**config.mk**
```make
export PLATFORM = sky130hd
export DESIGN_NAME = adc_result_compare_config_regs
export DESIGN_NICKNAME = d
export VERILOG_FILES = /design/src/adc_regs_pkg.sv /design/src/adc_result_compare_config_regs.sv
export SDC_FILE = /design/constraint.sdc
export NUM_CORES = 1
export LEC_CHECK = 0
export BUFFER_PORTS_ARGS = -buffer_cell sky130_fd_sc_hd__buf_4
export CAP_MARGIN = 10
export CORE_AREA = 4 4 116 145
export DETAILED_ROUTE_END_ITERATION = 12
export DIE_AREA = 0 0 120 149
export PLACE_DENSITY = 0.75
export SLEW_MARGIN = 20
export SYNTH_ARGS = -nofsm -noshare
export SYNTH_HDL_FRONTEND = slang
export SYNTH_SLANG_ARGS = --single-unit
```
**constraint.sdc**
```tcl
create_clock -name core_clk -period 4.94 [get_ports core_clk]
set_input_delay 0.741 -clock core_clk [delete_from_list [all_inputs] [get_ports core_clk]]
set_output_delay 0.741 -clock core_clk [all_outputs]
set_load 0.03 [all_outputs]
```
**src/adc_regs_pkg.sv**
```systemverilog
// Purpose: constants and types for the converter result, compare and pin-control registers
// Assumes: 32-bit Avalon-MM slave, byte addresses, one aligned word per 8-bit register
// Notes:   narrow registers sit in byte lane 0, the bits above read as zero
package adc_regs_pkg;

    // ****************************************************************
    // register offsets (byte addresses)
    // ****************************************************************
    localparam logic [4:0] OFS_RESULT_HIGH = 5'h00;
    localparam logic [4:0] OFS_RESULT_LOW  = 5'h04;
    localparam logic [4:0] OFS_CMP_HIGH    = 5'h08;
    localparam logic [4:0] OFS_CMP_LOW     = 5'h0c;
    localparam logic [4:0] OFS_CONFIG      = 5'h10;
    localparam logic [4:0] OFS_PIN_LOW     = 5'h14;
    localparam logic [4:0] OFS_PIN_MID     = 5'h18;
    localparam logic [4:0] OFS_CMP_CTRL    = 5'h1c;

    // ****************************************************************
    // reset values and field positions
    // ****************************************************************
    localparam logic [7:0] RST_CONFIG   = 8'h00;
    localparam logic [7:0] RST_CMP      = 8'h00;
    localparam logic [7:0] RST_PIN      = 8'h00;
    localparam logic [1:0] RST_CMP_CTRL = 2'h0;
    localparam int         CMP_EN_BIT   = 0;
    localparam int         CMP_GE_BIT   = 1;

    // ****************************************************************
    // field encodings
    // ****************************************************************
    localparam logic [1:0] MODE_8     = 2'h0;
    localparam logic [1:0] MODE_12    = 2'h1;
    localparam logic [1:0] MODE_10    = 2'h2;
    localparam logic [1:0] SRC_BUS    = 2'h0;
    localparam logic [1:0] SRC_HALF   = 2'h1;
    localparam logic [1:0] SRC_ALT    = 2'h2;
    localparam logic [1:0] SRC_ASYNC  = 2'h3;
    localparam logic [1:0] RESP_OKAY  = 2'h0;
    localparam logic [1:0] RESP_DECODE = 2'h3;

    // configuration register layout, bit 7 down to bit 0
    typedef struct packed {
        logic       low_power_select;
        logic [1:0] clock_divide_select;
        logic       long_sample_select;
        logic [1:0] mode;
        logic [1:0] source_clock_select;
    } cfg_t;

    // compare control held by software
    typedef struct packed {
        logic greater_equal;
        logic enable;
    } cmp_ctrl_t;

endpackage

```
**src/adc_result_compare_config_regs.sv**
```systemverilog
// Purpose: result bytes with read interlock, compare, configuration and pin-control registers
// Assumes: conversion done pulse and result arrive on core_clk; clocks and pins are async
// Notes:   converter clock leaves as a one-cycle enable tick on core_clk
//
// Our own choices: the Avalon-MM slave port and the placing of the registers.
`timescale 1ns/1ns
`default_nettype none
module adc_result_compare_config_regs
    import adc_regs_pkg::*;
#(
    parameter int PIN_COUNT = 16
) (
    input  wire logic                 core_clk,
    input  wire logic                 reset,
    input  wire logic [4:0]           address,
    input  wire logic                 read,
    input  wire logic                 write,
    input  wire logic [3:0]           byteenable,
    input  wire logic [31:0]          writedata,
    output logic      [31:0]          readdata,
    output logic      [1:0]           response,
    output logic                      waitrequest,
    input  wire logic                 conv_done,
    input  wire logic [11:0]          conv_result,
    input  wire logic                 alternate_source_clock,
    input  wire logic                 internal_async_clock,
    output logic                      converter_clock,
    output cfg_t                      config_out,
    output logic                      result_loaded,
    output logic                      result_lost,
    input  wire logic [PIN_COUNT-1:0] port_pin_in,
    output logic      [PIN_COUNT-1:0] port_pin_read,
    output logic      [PIN_COUNT-1:0] pin_output_hiz,
    output logic      [PIN_COUNT-1:0] pin_input_disable,
    output logic      [PIN_COUNT-1:0] pin_pullup_disable
);

    // ****************************************************************
    // helper functions
    // ****************************************************************

    // width mask of a result for the chosen resolution
    function automatic logic [11:0] mode_mask(input logic [1:0] m);
        case (m)
            MODE_12: mode_mask = 12'hfff;
            MODE_10: mode_mask = 12'h3ff;
            default: mode_mask = 12'h0ff;
        endcase
    endfunction

    // compare value built from both compare registers
    function automatic logic [11:0] cmp_value(input logic [1:0] m,
                                              input logic [7:0] hi,
                                              input logic [7:0] lo);
        cmp_value = {hi[3:0], lo} & mode_mask(m);
    endfunction

    // ****************************************************************
    // register state
    // ****************************************************************
    logic [7:0]           res_lo_q;
    logic [7:0]           res_hi_q;
    logic [7:0]           cmp_hi_q;
    logic [7:0]           cmp_lo_q;
    cfg_t                 cfg_q;
    cmp_ctrl_t            cmp_ctrl_q;
    logic [PIN_COUNT-1:0] pin_ctl_q;
    logic                 lock_q;
    logic                 ack_q;
    logic                 loaded_q;
    logic                 lost_q;
    logic [31:0]          rdata_q;
    logic [1:0]           resp_q;

    // ****************************************************************
    // avalon slave: one wait state, access acts when waitrequest low
    // ****************************************************************
    logic req;
    logic acc;
    logic mapped;
    logic wr_lane;
    assign req     = read | write;
    assign acc     = req & ack_q;
    assign mapped  = (address[1:0] == 2'h0) && (address <= OFS_CMP_CTRL);
    assign wr_lane = write & acc & byteenable[0];
    assign waitrequest = req & ~ack_q;
    assign readdata    = rdata_q;
    assign response    = resp_q;

    // acknowledge toggles on for one cycle per request
    always_ff @(posedge core_clk or posedge reset) begin
        if (reset) begin
            ack_q <= 1'b0;
        end else begin
            ack_q <= req & ~ack_q;
        end
    end

    // read data captured in the wait cycle, stands at the acknowledge edge
    always_ff @(posedge core_clk or posedge reset) begin
        if (reset) begin
            rdata_q <= 32'h0000_0000;
            resp_q  <= RESP_OKAY;
        end else if (req & ~ack_q) begin
            resp_q  <= mapped ? RESP_OKAY : RESP_DECODE;
            rdata_q <= 32'h0000_0000;
            if (read) begin
                case (address)
                    OFS_RESULT_HIGH: rdata_q[7:0] <= res_hi_q;
                    OFS_RESULT_LOW:  rdata_q[7:0] <= res_lo_q;
                    OFS_CMP_HIGH:    rdata_q[7:0] <= cmp_hi_q;
                    OFS_CMP_LOW:     rdata_q[7:0] <= cmp_lo_q;
                    OFS_CONFIG:      rdata_q[7:0] <= cfg_q;
                    OFS_PIN_LOW:     rdata_q[7:0] <= pin_ctl_q[7:0];
                    OFS_PIN_MID:     rdata_q[7:0] <= pin_ctl_q[15:8];
                    OFS_CMP_CTRL:    rdata_q[1:0] <= cmp_ctrl_q;
                    default:         rdata_q      <= 32'h0000_0000;
                endcase
            end
        end
    end

    // ****************************************************************
    // software-written registers
    // ****************************************************************
    cfg_t new_cfg;
    logic mode_chg;
    assign new_cfg  = cfg_t'(writedata[7:0]);
    assign mode_chg = wr_lane && (address == OFS_CONFIG) && (new_cfg.mode != cfg_q.mode);

    // configuration fields drive the converter directly
    always_ff @(posedge core_clk or posedge reset) begin
        if (reset) begin
            cfg_q <= cfg_t'(RST_CONFIG);
        end else if (wr_lane && address == OFS_CONFIG) begin
            cfg_q <= new_cfg;
        end
    end
    assign config_out = cfg_q;

    // compare value and compare control
    always_ff @(posedge core_clk or posedge reset) begin
        if (reset) begin
            cmp_hi_q   <= RST_CMP;
            cmp_lo_q   <= RST_CMP;
            cmp_ctrl_q <= cmp_ctrl_t'(RST_CMP_CTRL);
        end else if (wr_lane) begin
            if (address == OFS_CMP_HIGH) cmp_hi_q <= writedata[7:0];
            if (address == OFS_CMP_LOW)  cmp_lo_q <= writedata[7:0];
            if (address == OFS_CMP_CTRL) cmp_ctrl_q <= cmp_ctrl_t'(writedata[1:0]);
        end
    end

    // pin-control registers, one bit per channel
    always_ff @(posedge core_clk or posedge reset) begin
        if (reset) begin
            pin_ctl_q <= {PIN_COUNT{1'b0}};
        end else if (wr_lane) begin
            if (address == OFS_PIN_LOW) pin_ctl_q[7:0]  <= writedata[7:0];
            if (address == OFS_PIN_MID) pin_ctl_q[15:8] <= writedata[7:0];
        end
    end

    // ****************************************************************
    // compare and result loading
    // ****************************************************************
    logic [11:0] res_m;
    logic [11:0] cv_m;
    logic [11:0] diff;
    logic        cond;
    logic        load;
    assign res_m = conv_result & mode_mask(cfg_q.mode);
    assign cv_m  = cmp_value(cfg_q.mode, cmp_hi_q, cmp_lo_q);
    assign diff  = (res_m + ~cv_m + 12'h001) & mode_mask(cfg_q.mode);
    assign cond  = cmp_ctrl_q.greater_equal ? (res_m >= cv_m) : (res_m < cv_m);
    assign load  = conv_done & ~lock_q & (~cmp_ctrl_q.enable | cond);

    // result bytes; a mode change clears them and wins over a load
    always_ff @(posedge core_clk or posedge reset) begin
        if (reset) begin
            res_lo_q <= 8'h00;
            res_hi_q <= 8'h00;
        end else if (mode_chg) begin
            res_lo_q <= 8'h00;
            res_hi_q <= 8'h00;
        end else if (load) begin
            if (cmp_ctrl_q.enable) begin
                res_lo_q <= diff[7:0];
                res_hi_q <= {4'h0, diff[11:8]};
            end else begin
                res_lo_q <= res_m[7:0];
                res_hi_q <= {4'h0, res_m[11:8]};
            end
        end
    end

    // read interlock: high byte read locks until the low byte read
    // only 12-bit and 10-bit modes lock; reserved mode acts like 8-bit
    logic lock_mode;
    assign lock_mode = (cfg_q.mode == MODE_12) || (cfg_q.mode == MODE_10);
    always_ff @(posedge core_clk or posedge reset) begin
        if (reset) begin
            lock_q <= 1'b0;
        end else if (mode_chg) begin
            lock_q <= 1'b0;
        end else if (read & acc & (address == OFS_RESULT_LOW)) begin
            lock_q <= 1'b0;
        end else if (read & acc & (address == OFS_RESULT_HIGH) & lock_mode) begin
            lock_q <= 1'b1;
        end
    end

    // completion pulses: result stored, or result dropped by the lock
    always_ff @(posedge core_clk or posedge reset) begin
        if (reset) begin
            loaded_q <= 1'b0;
            lost_q   <= 1'b0;
        end else begin
            loaded_q <= load & ~mode_chg;
            lost_q   <= conv_done & lock_q;
        end
    end
    assign result_loaded = loaded_q;
    assign result_lost   = lost_q;

    // ****************************************************************
    // pin inputs: three stages, change taken when stages two and three agree
    // ****************************************************************
    localparam int SW = PIN_COUNT + 2;
    logic [SW-1:0] s1_q;
    logic [SW-1:0] s2_q;
    logic [SW-1:0] s3_q;
    logic [SW-1:0] filt_q;

    always_ff @(posedge core_clk or posedge reset) begin
        if (reset) begin
            s1_q   <= {SW{1'b0}};
            s2_q   <= {SW{1'b0}};
            s3_q   <= {SW{1'b0}};
            filt_q <= {SW{1'b0}};
        end else begin
            s1_q   <= {internal_async_clock, alternate_source_clock, port_pin_in};
            s2_q   <= s1_q;
            s3_q   <= s2_q;
            filt_q <= (s2_q & s3_q) | (filt_q & (s2_q ^ s3_q));
        end
    end

    // handed-over pins read zero and lose buffers and pullup
    logic [PIN_COUNT-1:0] pin_read_q;
    always_ff @(posedge core_clk or posedge reset) begin
        if (reset) begin
            pin_read_q <= {PIN_COUNT{1'b0}};
        end else begin
            pin_read_q <= filt_q[PIN_COUNT-1:0] & ~pin_ctl_q;
        end
    end
    assign port_pin_read      = pin_read_q;
    assign pin_output_hiz     = pin_ctl_q;
    assign pin_input_disable  = pin_ctl_q;
    assign pin_pullup_disable = pin_ctl_q;

    // ****************************************************************
    // converter clock: source select then divide
    // ****************************************************************
    logic [1:0] clk_prev_q;
    logic       half_q;
    logic       src_tick;
    logic [2:0] div_cnt_q;
    logic [2:0] div_last;
    logic       conv_clk_q;

    always_ff @(posedge core_clk or posedge reset) begin
        if (reset) begin
            clk_prev_q <= 2'h0;
            half_q     <= 1'b0;
        end else begin
            clk_prev_q <= filt_q[SW-1:SW-2];
            half_q     <= ~half_q;
        end
    end

    // one tick per rising edge of the chosen source
    always_comb begin
        case (cfg_q.source_clock_select)
            SRC_BUS:  src_tick = 1'b1;
            SRC_HALF: src_tick = half_q;
            SRC_ALT:  src_tick = filt_q[SW-2] & ~clk_prev_q[0];
            default:  src_tick = filt_q[SW-1] & ~clk_prev_q[1];
        endcase
    end

    assign div_last = 3'((4'h1 << cfg_q.clock_divide_select) - 4'h1);

    always_ff @(posedge core_clk or posedge reset) begin
        if (reset) begin
            div_cnt_q  <= 3'h0;
            conv_clk_q <= 1'b0;
        end else begin
            conv_clk_q <= src_tick && (div_cnt_q >= div_last);
            if (src_tick) begin
                div_cnt_q <= (div_cnt_q >= div_last) ? 3'h0 : div_cnt_q + 3'h1;
            end
        end
    end
    assign converter_clock = conv_clk_q;
endmodule // adc_result_compare_config_regs
`default_nettype wire

```
Yosys cells after proc, flatten, opt, wreduce, memory -nomap -nowiden --
Cells that the tools add are included.
Cells by class: $add $sub $neg 4, order comparisons 4, multiplexer cells 17, bitwise gates (word level) 33, equality and inequality tests 12, reduce and logical (&&, ||, !) cells 15, shift operators 1
Operators by type and width (count):
- $mux W8 | 6
- $pmux W6 S7 | 1
- $and A12 B12 Y12 | 3
- $and A18 B18 Y18 | 2
- $pmux W12 S2 | 1
- $eq A5 B5 Y1 const B | 4
- $or A18 B18 Y18 | 1
- $xor A18 B18 Y18 | 1
- $and A16 B16 Y16 | 1
- $not A16 Y16 | 1
- $pmux W2 S8 | 1
- $and A1 B1 Y1 | 14
- $add A12 B1 Y12 const B | 1
- $add A12 B12 Y12 | 1
- $ge A12 B12 Y1 | 1
- $lt A12 B12 Y1 | 1
- $not A12 Y12 | 1
- $eq A5 B4 Y1 const B | 2
- $reduce_and A2 Y1 | 5
- $not A1 Y1 | 7
- $eq A5 B3 Y1 const B | 1
- $le A5 B5 Y1 const B | 1
- $logic_not A5 Y1 | 1
- $eq A2 B1 Y1 const B | 2
- other kinds (17) | 26
Storage, ports and cells: bits in registers 191, word-level logic and storage cells 114

Depth between registers and ports, before layout --
Gate-level depths: netlist of the first run.
depth after elaboration 10, depth in mapped cells 13, depth with buffers taken out 11

Least setup slack after synthesis of the first run --
Ideal clock, no wire load.
path kind register to register, start point register cfg_q, in the netlist config_out[3], end point register res_hi_q[1], required time 4.810 ns, arrival 2.903 ns, clock period less this slack 3.033 ns, path slack 1.907 ns, buffers on the path 2, stages on the path, launching flop included 13, cells stage by stage dfrtp_1 -> inv_1 -> ha_1 -> nand2b_1 -> ha_1 -> a211oi_1 -> nor2_1 -> a211oi_1 -> a211oi_1 -> or3_1 -> clkbuf_1 -> buf_2 -> mux2i_1
On the way: cells in the longest elaborated chain, start to end 10, elaborated cells on any way between the ends 20, those cells by class 2 x add/sub; 2 x order compare; 3 x eq/ne; 5 x mux; 6 x bitwise; 2 x reduce/logical
RTL lines:
- start, declared | RTL line adc_result_compare_config_regs.sv:65 | cfg_t cfg_q;
- start signal, assigned | RTL line adc_result_compare_config_regs.sv:134 | cfg_q <= cfg_t'(RST_CONFIG);
- start signal, assigned | RTL line adc_result_compare_config_regs.sv:136 | cfg_q <= new_cfg;
- $eq A2 B2 Y1 / $eq A2 B1 Y1 (equally long branches) | RTL line adc_result_compare_config_regs.sv:44 | case (m)
- $pmux W12 S2 | RTL line adc_result_compare_config_regs.sv:44
- $and A12 B12 Y12 | RTL line adc_result_compare_config_regs.sv:55 | cmp_value = {hi[3:0], lo} & mode_mask(m);
- $not A12 Y12 | RTL line adc_result_compare_config_regs.sv:174 | assign diff = (res_m + ~cv_m + 12'h001) & mode_mask(cfg_q.mode);
- $add A12 B12 Y12 | RTL line adc_result_compare_config_regs.sv:174
- $add A12 B1 Y12 | RTL line adc_result_compare_config_regs.sv:174
- $and A12 B12 Y12 | RTL line adc_result_compare_config_regs.sv:174
- $mux W4 | RTL line adc_result_compare_config_regs.sv:187 | if (cmp_ctrl_q.enable) begin
- $mux W8 | RTL line adc_result_compare_config_regs.sv:186 | end else if (load) begin
- $mux W8 | RTL line adc_result_compare_config_regs.sv:183 | end else if (mode_chg) begin
- end signal, assigned | RTL line adc_result_compare_config_regs.sv:189 | res_hi_q <= {4'h0, diff[11:8]};
- end signal, assigned | RTL line adc_result_compare_config_regs.sv:192 | res_hi_q <= {4'h0, res_m[11:8]};
- end, declared | RTL line adc_result_compare_config_regs.sv:62 | logic [7:0] res_hi_q;
Parallel ways exist; a longest one is shown, timed or not. The select of a mux whose other input is x is not followed. A chain may end at the register's enable or synchronous reset.

Worst setup path after layout of the first run --
start point register cfg_q, in the netlist config_out[2], end point register res_hi_q[3]
Same word-level chain as after synthesis.

==> flow_summary.json, run 1 <==
{
  "status": "finished, final reports clean",
  "row_count": 51,
  "remaining_drc_errors": 0,
  "synth_common_cells": "dfrtp_1, buf_4, mux2_2",
  "vias_per_cell": 5.25,
  "critical-path-top-delay-family": "simple AND/OR/NAND/NOR gates",
  "grt_pass1_vias": 5185,
  "synth.top_cell.area_share": 0.558,
  "powerDensity_nw_per_um2": 404,
  "fin_tns_setup_ns": 0,
  "drv_slew": 0,
  "grt_usage": 0.194,
  "cts-htree-levels": 4,
  "postRouteAntennaNets": 0,
  "worstMarginPinSlew_ns": 1.09,
  "clock_latency_ns": 0.42,
  "cts_setup_buffers": 0,
  "rsz0062_at_grt": "no",
  "synth.largest_area_cell": "dfrtp_1",
  "drive_gt1_frac": 0.303,
  "max_stage_delay_ns": 0.54,
  "clock-sinks": 162,
  "wl_per_cell_um": 18.2,
  "cp-end-kind": "register",
  "crit_path_max_fanout": 13,
  "finClkSkew_ns": 0.0110,
  "multi_input_area_um2": 2730,
  "die_h_um": 149,
  "critPathSlowestCell": "or3_1",
  "crit_arrival_ns": 3.88,
  "crit_buf_inv": 0,
  "synth.area.top_cells": "dfrtp_1, mux2_2, ha_1",
  "rr_endpoint": "res_hi_q[3]",
  "startpoint_type": "register",
  "synth_cell_type_count": 55,
  "grt_max_degree": 111,
  "finalNetCount": 815,
  "avgSynthCellArea_um2": 12.2,
  "portBuffers": 134,
  "placed_area_um2": 8160,
  "finalSetupViolCount": 0,
  "max_clock_freq_ghz": 0.279,
  "clk_path_buf_depth": 2,
  "cap_violations": 0,
  "cts_buffers": 17,
  "final_core_util": 0.566,
  "gp_congestion": 0.854,
  "nFillCells": 1329,
  "coreArea_um2": 15500,
  "hold_class": "in -> async",
  "ys.flop_type": "dfrtp_1",
  "rrSetupSlack_ns": 1.36,
  "crit_cells": 9,
  "drt-initial-drc-count": 291,
  "grt_overflow": 0,
  "slew_headroom": 0.269,
  "path_class": "reg -> reg",
  "antenna_found_initial": 0,
  "first_pass_iters": 5,
  "leakagePower_nw": 4.44,
  "cts-root-buf": "clkbuf_16",
  "fin_area_um2": 8780,
  "hold_violations": 0,
  "finalCriticalPeriod_ns": 3.58,
  "total_power_w": 0.00355,
  "r2r_cells": 9,
  "diodes": 0,
  "critPathRequiredTime_ns": 5.24,
  "syn2layout_area_growth_pct": 20.7,
  "wl_um": 16900,
  "seqCellArea_um2": 4050,
  "ys_ff_latch": 162,
  "initial_core_util": 0.469,
  "vdd_drop_max_v": 0.000249,
  "die_x_um": 120,
  "vias": 4871,
  "crit_path_cell_trace": "ha_1, nand2b_1, ha_1, a211oi_1, nor2_1, a211oi_1, and4_1, or3_1, mux2_2",
  "postSynthCellCount": 596,
  "yosysSeqAreaShare": 0.558,
  "grt_pass1_wl_um": 27000,
  "worstReg2RegStart": "config_out[2]",
  "synth_edf_count": 0,
  "cts_hold_buf": 0,
  "cts-resized-gates": 0,
  "synth_async_sr_flop_share": 1.00,
  "synthMostInstantiatedCell": "dfrtp_1",
  "syn_area_um2": 7270,
  "top_level_ports": 186,
  "cts_tree": "done",
  "synth_warnings": 0,
  "path_clk_slew_ns": 0.07,
  "dp_hpwl_um": 12500,
  "timing.final.crit_share": 0.725,
  "dieArea_um2": 17900
}
-- cell usage in the layout (no fill, tap or decap), types with 4 or more instances in the layout --
master / netlist / layout
ha_1: 35 / 35
clkbuf_16: 0 / 17
nor2_1: 16 / 16
inv_1: 22 / 21
dfrtp_1: 162 / 162
clkinv_4: 0 / 5
a211oi_1: 4 / 4
nand2b_1: 10 / 10
nand4_1: 5 / 5
a22o_1: 11 / 11
nor2b_1: 19 / 19
a22oi_1: 20 / 20
a21oi_1: 12 / 12
o21ai_0: 14 / 14
mux2_2: 45 / 45
buf_4: 57 / 134
xnor2_1: 4 / 4
nor3_1: 6 / 5
and2_1: 6 / 6
mux2i_1: 13 / 13
conb_1: 1 / 24
nand3_1: 11 / 11
nand2_1: 35 / 35
nand3b_1: 6 / 6
a21o_1: 24 / 24
-- layout make-up --
class | count | area share
Clock inverter | 12 | 0.0170
Sequential cell | 162 | 0.462
Tap cell | 212 | 0.0302
Timing Repair Buffer | 136 | 0.119
Multi-Input combinational cell | 363 | 0.311
Clock buffer | 19 | 0.0505
Inverter | 23 | 0.0103
-- report_power, final --
part / internal (W) / switching [W] / total, W
clock network: 0.000767 / 0.000537 / 0.00130
logic: 0.000269 / 0.000398 / 0.000667
registers: 0.00146 / 0.000112 / 0.00158
total: 0.00250 / 0.00105 / 0.00355
-- how the worst max path moves through the flow --
stage,start,endpoint,slack (ns)
after floorplan,config_out[3],res_hi_q[1],1.91
after global placement,conv_result[0],res_hi_q[3],1.42
after detailed placement,conv_result[0],res_hi_q[3],1.32
after CTS,config_out[2],res_hi_q[3],1.39
after global routing,config_out[3],res_hi_q[2],1.25
final,config_out[2],res_hi_q[3],1.36
-- metrics by stage --
stage	hold slack, ns	cells	setup slack [ns]
floorplan	0.331	619	1.91
global placement	0.332	895	1.42
detailed placement	0.335	895	1.32
CTS	0.349	926	1.39
global route	0.339	927	1.25
finish	0.318	927	1.36
-- registers in the layout, summed over array words and instances (netlist names), 16 cells and up --
register	cells
filt_q	18
s1_q	18
s2_q	18
s3_q	18
pin_input_disable	16
port_pin_read	16
-- logic make-up after synthesis --
logic type / after synthesis / synth area share
compound gates: 110 / 0.108
buf+inv: 94 / 0.0805
other cells: 1 / 0.000516
fa+ha+maj: 36 / 0.0630
mux: 58 / 0.0876
flops: 162 / 0.558
simple gates: 130 / 0.0964
xor+xnor: 5 / 0.00602
-- metal layers --
layer / part of all wire / GRT usage / wire length, µm
met1: 0.39 / 0.229 / 6640
met2: 0.52 / 0.342 / 8800
met3: 0.058 / 0.0467 / 983
met4: 0.028 / 0.0751 / 480
met5: 0 / 0 / 0
Note: power is estimated with default switching activity, not from simulation.
==> run 2, diff against run 1 <==
ABC_AREA = 1   (was default)
CORE_AREA = 4 4 111 139   (was 4 4 116 145)
DIE_AREA = 0 0 115 143   (was 0 0 120 149)
PLACE_DENSITY = 0.78   (was 0.75)
clock period = 3.6 ns   (was 4.94 ns; I/O delays follow)
==> run 2 against run 1 <==
Worst hold slack got worse by 0.11 ns. Clock power increased by 34%. Maximum frequency increased by 33%. Die area decreased by 8.0%. Clock skew decreased by 0.0037 ns. Global-route usage increased by 1.2 points. Via count increased by 12%. Combinational power increased by 36%.
==> flow_summary.json, run 2 <==
{
  "cts-root-buf": "clkbuf_16",
  "top_level_ports": 186,
  "ys.flop_type": "dfrtp_1",
  "path_class": "reg -> reg",
  "pre_cts_ws_ns": 0.952,
  "finClkSkew_ns": 0.00738,
  "syn2layout_area_growth_pct": 19.9,
  "vias": 5447,
  "powerDensity_nw_per_um2": 541,
  "row_count": 49,
  "slew_headroom": 0.452,
  "cp-end-kind": "register",
  "synth.area.top_cells": "dfrtp_1, nand2_1, ha_1",
  "portBuffers": 134,
  "comb_power_share": 0.190,
  "critPathRequiredTime_ns": 3.96,
  "synth_async_sr_flop_share": 1.00,
  "dp_hpwl_um": 12300,
  "grt_max_degree": 69,
  "synth.top_cell.area_share": 0.552,
  "status": "finished, final reports clean",
  "remaining_drc_errors": 0,
  "rsz0062_at_grt": "no",
  "cap_violations": 0,
  "multi_input_area_um2": 2550,
  "die_h_um": 143,
  "mostFrequentLayoutCell": "nand2_1",
  "max_clock_freq_ghz": 0.372,
  "fin_tns_setup_ns": 0,
  "hold_violations": 0,
  "grt_pass1_vias": 5384,
  "cts_setup_buffers": 0,
  "grt_pass1_wl_um": 26200,
  "die_x_um": 115,
  "drt-initial-drc-count": 424,
  "antenna_found_initial": 0,
  "yosysSeqAreaShare": 0.552,
  "final_cell_mix": "nand2_1, dfrtp_1, buf_4",
  "cts_buffers": 17,
  "wl_um": 16200,
  "ys_ff_latch": 162,
  "seqCellArea_um2": 4050,
  "drive_gt1_frac": 0.221,
  "nFillCells": 1196,
  "path_clk_slew_ns": 0.07,
  "clk_path_buf_depth": 2,
  "synth_cell_type_count": 38,
  "synthMostInstantiatedCell": "nand2_1",
  "clock_latency_ns": 0.42,
  "timing.final.crit_share": 0.746,
  "first_pass_iters": 5,
  "postRouteAntennaNets": 0,
  "wl_per_cell_um": 15.0,
  "internal_power_w": 0.00325,
  "drv_slew": 0,
  "crit_path_max_fanout": 14,
  "vias_per_cell": 5.03,
  "coreArea_um2": 14200,
  "cts-resized-gates": 0,
  "cts-htree-levels": 4,
  "syn_area_um2": 7340,
  "finalCriticalPeriod_ns": 2.69,
  "p_switching_w": 0.00152,
  "synth_edf_count": 0,
  "worstMarginPinSlew_ns": 0.821,
  "cts_tree": "done",
  "clock-sinks": 162,
  "synth_warnings": 0,
  "vdd_drop_max_v": 0.000367,
  "grt_overflow": 0,
  "cts_hold_buf": 0,
  "avgSynthCellArea_um2": 9.41,
  "synth.largest_area_cell": "dfrtp_1",
  "leakagePower_nw": 4.74,
  "synth_common_cells": "nand2_1, dfrtp_1, inv_1",
  "grt_usage": 0.206,
  "fin_ws_ns": 0.913,
  "seqPwrFrac": 0.445,
  "finalNetCount": 1004,
  "crit_arrival_ns": 3.05,
  "final_core_util": 0.619,
  "initial_core_util": 0.516,
  "finalSetupViolCount": 0,
  "hold_class": "in -> reg",
  "swShare": 0.319,
  "diodes": 0,
  "dieArea_um2": 16400,
  "postSynthCellCount": 780,
  "gp_congestion": 0.938,
  "p_clk_frac": 0.365,
  "startpoint_type": "register"
}
[run 2: cell types whose count changed after synthesis, sizes merged, moves of 8 or more]
cell,before,now
a22oi,20,0
nand2b,10,0
mux2,45,0
nor2b,19,0
nand4,5,13
nand3,11,32
nand2,35,217
mux2i,13,0
inv,22,91
a22o,11,0
nor2,16,40
o21ai,14,64
[run 2: area by class of cell]
cell class,count,area share
clock inverter,15,0.0173
timing repair buffer,136,0.119
inverter,91,0.0392
sequential,162,0.461
tap,178,0.0253
multi-input combinational,484,0.290
clock buffer,17,0.0483
[run 2: cell families (layout without fill, tap and decap cells)]
| kind of cell | Yosys count | in the layout | synth area share |
|---|---|---|---|
| fa+ha+maj | 36 | 36 | 0.0624 |
| simple gates | 311 | 311 | 0.181 |
| xor+xnor | 6 | 6 | 0.00716 |
| buf+inv | 157 | 259 | 0.112 |
| flops | 162 | 162 | 0.552 |
| compound gates | 107 | 107 | 0.0852 |
| other cells | 1 | 24 | 0.000511 |
[run 2: critical path, stage by stage (launching register included)]
cell and delay (ns):
dfrtp_1 0.47, ha_1 0.39, inv_1 0.12, nand2_1 0.07
ha_1 0.37, nand2_2 0.10, inv_1 0.06, nand2_1 0.05
nor2_1 0.09, nand2_1 0.07, nand3_1 0.08, nand2_1 0.06
nand3_2 0.10, nand2_4 0.14, nor2_4 0.28, nand2_1 0.11
nand2_1 0.07
[run 2: power by group through the flow]
| stage | combinational, W | sequential (W) | clock, W |
|---|---|---|---|
| floorplan | 0.000581 | 0.00222 | 0 |
| global placement | 0.000889 | 0.00215 | 0 |
| detailed placement | 0.000911 | 0.00215 | 0 |
| CTS | 0.000914 | 0.00212 | 0.00178 |
| global route | 0.00101 | 0.00214 | 0.00185 |
| finish | 0.000907 | 0.00212 | 0.00174 |
[run 2: worst paths after layout]
path / from / depth (start not counted) / slack [ns] / endpoint
max in group asynchronous: reset / 3 / 2.54 / clk_prev_q[1]
worst min-delay path: port_pin_in[6] / 1 / 0.21 / s1_q[6]
min in group asynchronous: reset / 2 / 0.26 / s1_q[6]
worst max register to register: config_out[2] / 16 / 0.91 / res_lo_q[1]
worst max-delay path: config_out[2] / 16 / 0.91 / res_lo_q[1]
worst min register to register: s1_q[15] / 0 / 0.35 / s2_q[15]
[run 2: stage by stage]
step | area, µm² | hold slack (ns) | total power [W] | std cells
2_1_floorplan | 7430 | 0.331 | 0.00280 | 803
3_3_place_gp | 8220 | 0.331 | 0.00304 | 1051
3_5_place_dp | 8220 | 0.335 | 0.00306 | 1051
4_1_cts | 8800 | 0.193 | 0.00481 | 1083
5_1_grt | 8800 | 0.192 | 0.00501 | 1083
6_report | 8800 | 0.211 | 0.00477 | 1083
[run 2: per-layer routing]
layer	part of all wire	global-route usage	vias up
li1	-	-	2650
met3	0.059	0.0471	39
met4	0.033	0.0952	0
met1	0.39	0.250	2567
met2	0.51	0.349	191
met5	0	0	-
